--- src/hw/vpcr_consts.svh ---
/*
 * offsets, field positions, write masks, reset values and pump scaling
 * for the first-stage loop control register bank.
 * assumes: included by bare name from the bank module only.
 */
`ifndef VPCR_CONSTS_SVH
`define VPCR_CONSTS_SVH

// ****************************************
// register offsets
// ****************************************
`define VPCR_OFF_FB_BYPASS 8'h03
`define VPCR_OFF_LOOP_BYPASS 8'h0A
`define VPCR_OFF_POL_FORCE_PUMP 8'h10
`define VPCR_OFF_OSC_OUT_OFFSET 8'h11
`define VPCR_OFF_AMP_SECOND_PUMP 8'h12

// ****************************************
// field positions
// ****************************************
`define VPCR_BIT_FB_BYPASS 0
`define VPCR_BIT_SECOND_DIV_MSB 7
`define VPCR_BIT_LOOP_BYPASS 0
`define VPCR_BIT_POLARITY 7
`define VPCR_BIT_FORCE_MID 6
`define VPCR_PUMP_MSB 4
`define VPCR_PUMP_LSB 0

// ****************************************
// writable bits, reserved bits are zero here
// ****************************************
`define VPCR_MASK_FB_BYPASS 8'h81
`define VPCR_MASK_LOOP_BYPASS 8'h01
`define VPCR_MASK_POL_FORCE_PUMP 8'hDF
`define VPCR_MASK_OSC_OUT_OFFSET 8'hFF
`define VPCR_MASK_AMP_SECOND_PUMP 8'h7F

// ****************************************
// reset values
// ****************************************
`define VPCR_RST_FB_BYPASS 8'h00
`define VPCR_RST_LOOP_BYPASS 8'h00
`define VPCR_RST_POL_FORCE_PUMP 8'h58
`define VPCR_RST_OSC_OUT_OFFSET 8'h00
`define VPCR_RST_AMP_SECOND_PUMP 8'h00
`define VPCR_RD_UNMAPPED 8'h00
`define VPCR_RST_PUMP_UA 11'h4E2
`define VPCR_RST_LOOP_ENABLE 1'b1

// ****************************************
// pump current step in microamps
// ****************************************
`define VPCR_PUMP_STEP_UA 11'h032

`endif

--- src/hw/vpcr_pkg.sv ---
/*
 * types for the first-stage loop control register bank.
 * assumes: nothing beyond the constants header.
 */
package vpcr_pkg;

  // ****************************************
  // whole state of the bank
  // ****************************************
  typedef struct packed {
    logic [7:0] fbBypassReg;
    logic [7:0] loopBypassReg;
    logic loopEnable;
    logic [7:0] polForcePumpReg;
    logic [7:0] oscOutOffsetReg;
    logic [7:0] ampSecondPumpReg;
    logic [7:0] rdData;
    logic [10:0] pumpCurrentUa;
    logic [29:0] loopDivisor;
  } vpcr_state_s;

endpackage

--- src/hw/vpcr_bank.sv ---
/*
 * register bank of the first-stage jitter-attenuator loop: feedback
 * divider bypass, loop bypass, oscillator polarity, control-voltage force
 * to midpoint, pump current code, plus stored output and second pump fields.
 * assumes: the serial configuration engine runs on core_clk and presents
 * byte writes and reads through regAddr, regWrEn, regRdEn.
 */
`timescale 1ns/1ps
`include "vpcr_consts.svh"

module vpcr_bank #(
  parameter int FIRST_DIV_W = 12,
  parameter int SECOND_DIV_W = 9
) (
  input wire logic core_clk, // system clock, 100 MHz
  input wire logic rstn, // synchronous reset, active low
  input wire logic [7:0] regAddr, // register byte address
  input wire logic [7:0] regWdata, // write data
  input wire logic regWrEn, // write strobe, one cycle
  input wire logic regRdEn, // read strobe, one cycle
  output logic [7:0] regRdata_r, // read data, valid cycle after strobe
  input wire logic [FIRST_DIV_W-1:0] firstFeedbackDivider, // first divider value
  input wire logic [SECOND_DIV_W-2:0] secondFeedbackDividerLow, // second divider low bits
  output logic feedbackDividerBypass_r, // 1: product of both dividers
  output logic [FIRST_DIV_W+SECOND_DIV_W-1:0] loopDivisor_r, // active feedback ratio
  output logic firstLoopBypass_r, // 1: loop disabled and bypassed
  output logic firstLoopEnable_r, // 1: loop running
  output logic oscillatorPolarity_r, // 1: negative loop sense
  output logic forceControlMidpoint_r, // 1: control pin held at half supply
  output logic [4:0] firstPumpCurrentCode_r, // pump current code
  output logic [10:0] firstPumpCurrent_r, // pump current in microamps
  output logic [7:0] oscOutputOffset_r, // power, format, offset fields
  output logic [7:0] ampSecondPump_r // amplitude and second pump fields
);

  vpcr_pkg::vpcr_state_s cur;
  vpcr_pkg::vpcr_state_s nxt;
  logic [SECOND_DIV_W-1:0] secondDiv;
  logic [4:0] codeNxt;
  logic [FIRST_DIV_W+SECOND_DIV_W-1:0] product;

  // ****************************************
  // next state
  // ****************************************
  always_comb begin
    nxt = cur;
    if (regWrEn) begin
      case (regAddr)
        `VPCR_OFF_FB_BYPASS: nxt.fbBypassReg = regWdata & `VPCR_MASK_FB_BYPASS;
        `VPCR_OFF_LOOP_BYPASS: nxt.loopBypassReg = regWdata & `VPCR_MASK_LOOP_BYPASS;
        // force bit cleared here by software once startup is done
        `VPCR_OFF_POL_FORCE_PUMP: nxt.polForcePumpReg = regWdata & `VPCR_MASK_POL_FORCE_PUMP;
        `VPCR_OFF_OSC_OUT_OFFSET: nxt.oscOutOffsetReg = regWdata & `VPCR_MASK_OSC_OUT_OFFSET;
        `VPCR_OFF_AMP_SECOND_PUMP: nxt.ampSecondPumpReg = regWdata & `VPCR_MASK_AMP_SECOND_PUMP;
        default: nxt.rdData = cur.rdData;
      endcase
    end
    if (regRdEn) begin
      case (regAddr)
        `VPCR_OFF_FB_BYPASS: nxt.rdData = cur.fbBypassReg;
        `VPCR_OFF_LOOP_BYPASS: nxt.rdData = cur.loopBypassReg;
        `VPCR_OFF_POL_FORCE_PUMP: nxt.rdData = cur.polForcePumpReg;
        `VPCR_OFF_OSC_OUT_OFFSET: nxt.rdData = cur.oscOutOffsetReg;
        `VPCR_OFF_AMP_SECOND_PUMP: nxt.rdData = cur.ampSecondPumpReg;
        default: nxt.rdData = `VPCR_RD_UNMAPPED;
      endcase
    end
    // run flag kept as its own flop so the output needs no inverter
    nxt.loopEnable = ~nxt.loopBypassReg[`VPCR_BIT_LOOP_BYPASS];
    // pump current follows the stored code: step times code plus one
    codeNxt = nxt.polForcePumpReg[`VPCR_PUMP_MSB:`VPCR_PUMP_LSB];
    nxt.pumpCurrentUa = 11'(`VPCR_PUMP_STEP_UA * ({6'h00, codeNxt} + 11'h001));
    // feedback ratio: first divider alone or times the second
    secondDiv = {nxt.fbBypassReg[`VPCR_BIT_SECOND_DIV_MSB], secondFeedbackDividerLow};
    product = (FIRST_DIV_W+SECOND_DIV_W)'(firstFeedbackDivider) *
              (FIRST_DIV_W+SECOND_DIV_W)'(secondDiv);
    if (nxt.fbBypassReg[`VPCR_BIT_FB_BYPASS]) begin
      nxt.loopDivisor = 30'(product);
    end else begin
      nxt.loopDivisor = 30'(firstFeedbackDivider);
    end
  end

  // ****************************************
  // state register
  // ****************************************
  always_ff @(posedge core_clk) begin
    if (!rstn) begin
      cur.fbBypassReg <= `VPCR_RST_FB_BYPASS;
      cur.loopBypassReg <= `VPCR_RST_LOOP_BYPASS;
      cur.loopEnable <= `VPCR_RST_LOOP_ENABLE;
      cur.polForcePumpReg <= `VPCR_RST_POL_FORCE_PUMP;
      cur.oscOutOffsetReg <= `VPCR_RST_OSC_OUT_OFFSET;
      cur.ampSecondPumpReg <= `VPCR_RST_AMP_SECOND_PUMP;
      cur.rdData <= `VPCR_RD_UNMAPPED;
      cur.pumpCurrentUa <= `VPCR_RST_PUMP_UA; // 1250 uA, matches reset code
      cur.loopDivisor <= 30'h00000000;
    end else begin
      cur <= nxt;
    end
  end

  // ****************************************
  // outputs, all straight from the state
  // ****************************************
  always_comb begin
    regRdata_r = cur.rdData;
    feedbackDividerBypass_r = cur.fbBypassReg[`VPCR_BIT_FB_BYPASS];
    loopDivisor_r = (FIRST_DIV_W+SECOND_DIV_W)'(cur.loopDivisor);
    firstLoopBypass_r = cur.loopBypassReg[`VPCR_BIT_LOOP_BYPASS];
    firstLoopEnable_r = cur.loopEnable;
    oscillatorPolarity_r = cur.polForcePumpReg[`VPCR_BIT_POLARITY];
    forceControlMidpoint_r = cur.polForcePumpReg[`VPCR_BIT_FORCE_MID];
    firstPumpCurrentCode_r = cur.polForcePumpReg[`VPCR_PUMP_MSB:`VPCR_PUMP_LSB];
    firstPumpCurrent_r = cur.pumpCurrentUa;
    oscOutputOffset_r = cur.oscOutOffsetReg;
    ampSecondPump_r = cur.ampSecondPumpReg;
  end

endmodule

--- config.mk ---
export PLATFORM = sky130hd
export DESIGN_NAME = vpcr_bank
export DESIGN_NICKNAME = d
export VERILOG_FILES = /design/src/hw/vpcr_pkg.sv /design/src/hw/vpcr_bank.sv
export VERILOG_INCLUDE_DIRS = /design/src /design/src/hw
export SDC_FILE = /design/constraint.sdc
export NUM_CORES = 1
export LEC_CHECK = 0
export BUFFER_PORTS_ARGS = -buffer_cell sky130_fd_sc_hd__clkbuf_2
export CAP_MARGIN = 20
export CORE_ASPECT_RATIO = 0.9
export CORE_UTILIZATION = 50
export CTS_BUF_LIST = sky130_fd_sc_hd__clkbuf_8
export DETAILED_ROUTE_END_ITERATION = 6
export GPL_TIMING_DRIVEN = 1
export PLACE_DENSITY = 0.72
export SYNTH_ARGS = -nofsm -noshare
export SYNTH_HDL_FRONTEND = slang
export SYNTH_SLANG_ARGS = --single-unit
--- constraint.sdc ---
create_clock -name core_clk -period 7.1 [get_ports core_clk]
set_input_delay 0.71 -clock core_clk [delete_from_list [all_inputs] [get_ports core_clk]]
set_output_delay 0.71 -clock core_clk [all_outputs]
set_load 0.005 [all_outputs]
==> results.cfg <==
[run_status]
status = completed

[place]
gp_congestion = 0.9414
postPlaceCellArea_um2 = 7138
port_buffers = 103
place_ws_ps = 583.5
post-dp-hpwl_mm = 11.79

[finish]
n_antenna_cell = 0
finalInstanceArea_um2 = 7367
final_common_cell = inv_1
final_cell_mix = 112 x inv_1, 107 x nand2_1, 103 x clkbuf_2
final_nets = 1012
final_util_pct = 54.52
num-fill-cells = 1282
area_growth_pct = 5.350
drive_gt1_share_pct = 15.18

[synth]
ys_seq_area_share_pct = 18.61
yosys.cell_types.count = 52
synth_edf_count = 0
syn_area_um2 = 6993
yosysWarnings = 0
synth_seq_cells = 65
syn_avg_cell_area_um2 = 8.528
syn_inst = 820
synth_ff_type = dfxtp_1
synth-async-reset-ratio_pct = 0

[die]
ioPinCount = 106
die_w_um = 126.7
fp.coreArea_um2 = 13510
die_h_um = 114.2
start_util_pct = 51.75
std_cell_rows = 40
dieArea_um2 = 14460

[timing]
clock_skew_ps = 7.346
postLayoutSetupSlackWorst_ps = 930.0
clock.fmax_mhz = 162.1
timing.slew.headroom_pct = 27.40
setup_viol = 0
finalCriticalPeriod_ps = 6170
whs_ps = 485.5
min_period_over_period_pct = 86.90
worst_pin_slew_ps = 1059
rsz0062_at_grt = no
maxSlewViolCount = 0
hold_violations = 0
tns_ps = 0

[grt]
grt_max_degree = 58
grt_usage_pct = 22.12
grt_pass1_vias = 5132
grt_pass1_wl_mm = 25.44
antenna_found_initial = 0
grt-ovfl-total = 0

[clock_network]
clock_latency_ps = 350
cts_max_level = 3
post_cts_buffers = 0
cts_tree = yes
cts-root-buf = clkbuf_8
numCtsBuffers = 9
clk_pin_slew_ps = 70
ctsResizeCount = 0
cts_hold_buffers = 0
clock_path_buffers = 2
clock-sinks = 65

[setup_path]
endpoint_kind = register
crit_chain = clkbuf_2 > or4_4 > nor4_4 > mux2i_1 > nor2b_1 > fa_1 > inv_1 > fa_1 > fa_1 > fa_1 > inv_1 > ha_1 > nand2_1 > a211oi_1 > o21bai_1 > o21ai_0 > mux2i_1
criticalPathCategory = in2reg
crit_top_cell = fa_1
cp.arrival_ps = 6450
critPathMaxStageDelay_ps = 650
cp_slowest_cell = mux2i_1
rrSetupSlack_ps = 2180
cp_max_fo = 7
required_ps = 7380
start_kind = input port
timing.rr.start = cur[89]
rr_worst_depth = 14
regToRegEndpoint = loopDivisor_r[18]

[hold_path]
min_path_cells = 2
hold_path.class = reg2reg
worstHoldStart = regRdata_r[7]
hold_end = regRdata_r[7]

[flow_run]
cap_viol_max_count = 0

[routing]
antenna_left = 0
first_pass_iters = 4
drt-wirelength-per-cell_um = 14.58
vias = 5229
drt_iter0_drc = 224
via_per_inst = 5.172
drc_errors = 0
routed_wl_mm = 14.74

[power]
power_leakage_uw = 0.003602
power.density_nw_per_um2 = 210.1
vdd_ir_drop_max_uv = 141.1
-- area by class of cell --
type / instances / area, µm² / share of cell area [%]
timing repair buffer: 106 / 538.0 / 7.303
tap: 168 / 210.2 / 2.853
multi-input combinational: 543 / 4664 / 63.32
clock buffer: 11 / 151.4 / 2.055
clock inverter: 5 / 77.57 / 1.053
sequential: 65 / 1301 / 17.66
inverter: 113 / 424.2 / 5.757
-- worst max-delay path, delay by kind of cell --
kind | cells | cell delay, ps
adder cells (fa/ha/maj) | 5 | 2480
AO/OA/AOI/OAI | 3 | 990
AND/OR/NAND/NOR | 4 | 1240
buffers and inverters | 3 | 170
multiplexers | 2 | 860
-- metal layers --
metal,up-vias,global-route usage (%),share of wire (%)
met5,-,0,0
met4,0,3.968,0.79
met3,11,4.299,4.7
met2,124,35.51,45
met1,2524,31.35,50
li1,2570,-,-
-- synth_stat cells, types with 2 or more instances --
| cell type | instances | share of area [%] |
|---|---|---|
| nand2_1 | 107 | 5.7 |
| buf_2 | 2 | 0.14 |
| o31a_1 | 2 | 0.25 |
| buf_4 | 61 | 6.5 |
| inv_1 | 112 | 6.0 |
| nor3_1 | 3 | 0.21 |
| xnor2_1 | 10 | 1.3 |
| o21ai_0 | 14 | 1.0 |
| dfxtp_1 | 65 | 19 |
| o22ai_1 | 6 | 0.54 |
| clkbuf_1 | 36 | 1.9 |
| and3_1 | 4 | 0.36 |
| a211oi_1 | 3 | 0.32 |
| a21o_1 | 7 | 0.75 |
| mux2_2 | 2 | 0.32 |
| xor2_1 | 5 | 0.63 |
| nor2_1 | 13 | 0.70 |
| nor3b_1 | 4 | 0.43 |
| nand4_1 | 4 | 0.36 |
| and2_1 | 65 | 5.8 |
| a21oi_1 | 24 | 1.7 |
| o211ai_1 | 5 | 0.54 |
| a21boi_0 | 19 | 2.0 |
| nand3_1 | 15 | 1.1 |
| fa_1 | 72 | 21 |
| o21a_1 | 5 | 0.54 |
| nand2b_1 | 15 | 1.3 |
| or3_1 | 4 | 0.36 |
| o211a_1 | 3 | 0.43 |
| nor2b_1 | 24 | 2.1 |
| a21boi_1 | 2 | 0.21 |
| ha_1 | 62 | 11 |
| o21bai_1 | 2 | 0.21 |
| mux2i_1 | 25 | 3.6 |
-- metrics by stage --
stage / power [µW] / cells
4_1_cts: 1552 / 1011
2_1_floorplan: 1031 / 821
3_5_place_dp: 1188 / 995
6_report: 1548 / 1011
3_3_place_gp: 1173 / 995
5_1_grt: 1701 / 1011
-- power breakdown --
| group | switching (µW) | internal (µW) |
|---|---|---|
| logic | 486 | 334 |
| registers | 1.29 | 369 |
| clock network | 143 | 215 |
-- flip-flops by register name, indices dropped and copies added, names as in the netlist --
signal,cells
oscOutputOffset_r,8
loopDivisor_r,21
firstPumpCurrent_r,10
firstLoopBypass_r,1
feedbackDividerBypass_r,1
firstLoopEnable_r,1
regRdata_r,8
firstPumpCurrentCode_r,5
ampSecondPump_r,7
forceControlMidpoint_r,1
oscillatorPolarity_r,1
cur,1
-- logic make-up after synthesis --
family	count (synthesis)	share of synthesized area, %
AOI/OAI and AO/OA	101	9.644
xor gates and xnor gates	15	1.879
adders and majority gates	134	31.71
buffers and inverters	213	14.74
DFF	65	18.61
muxes	27	3.900
other	1	0.05363
and+or+nand+nor	264	19.47
-- worst max path at each step --
stage / depth (start not counted) / slack, ps / to / start
final: 17 / 930 / loopDivisor_r[18] / regAddr[7]
after global routing: 17 / 520 / loopDivisor_r[18] / regAddr[7]
after CTS: 19 / 950 / loopDivisor_r[19] / regAddr[7]
after detailed placement: 19 / 580 / loopDivisor_r[19] / regAddr[7]
after global placement: 19 / 660 / loopDivisor_r[19] / regAddr[7]
after floorplan: 20 / 890 / loopDivisor_r[19] / regAddr[7]
No activity file was read; power rests on OpenSTA's default activity.
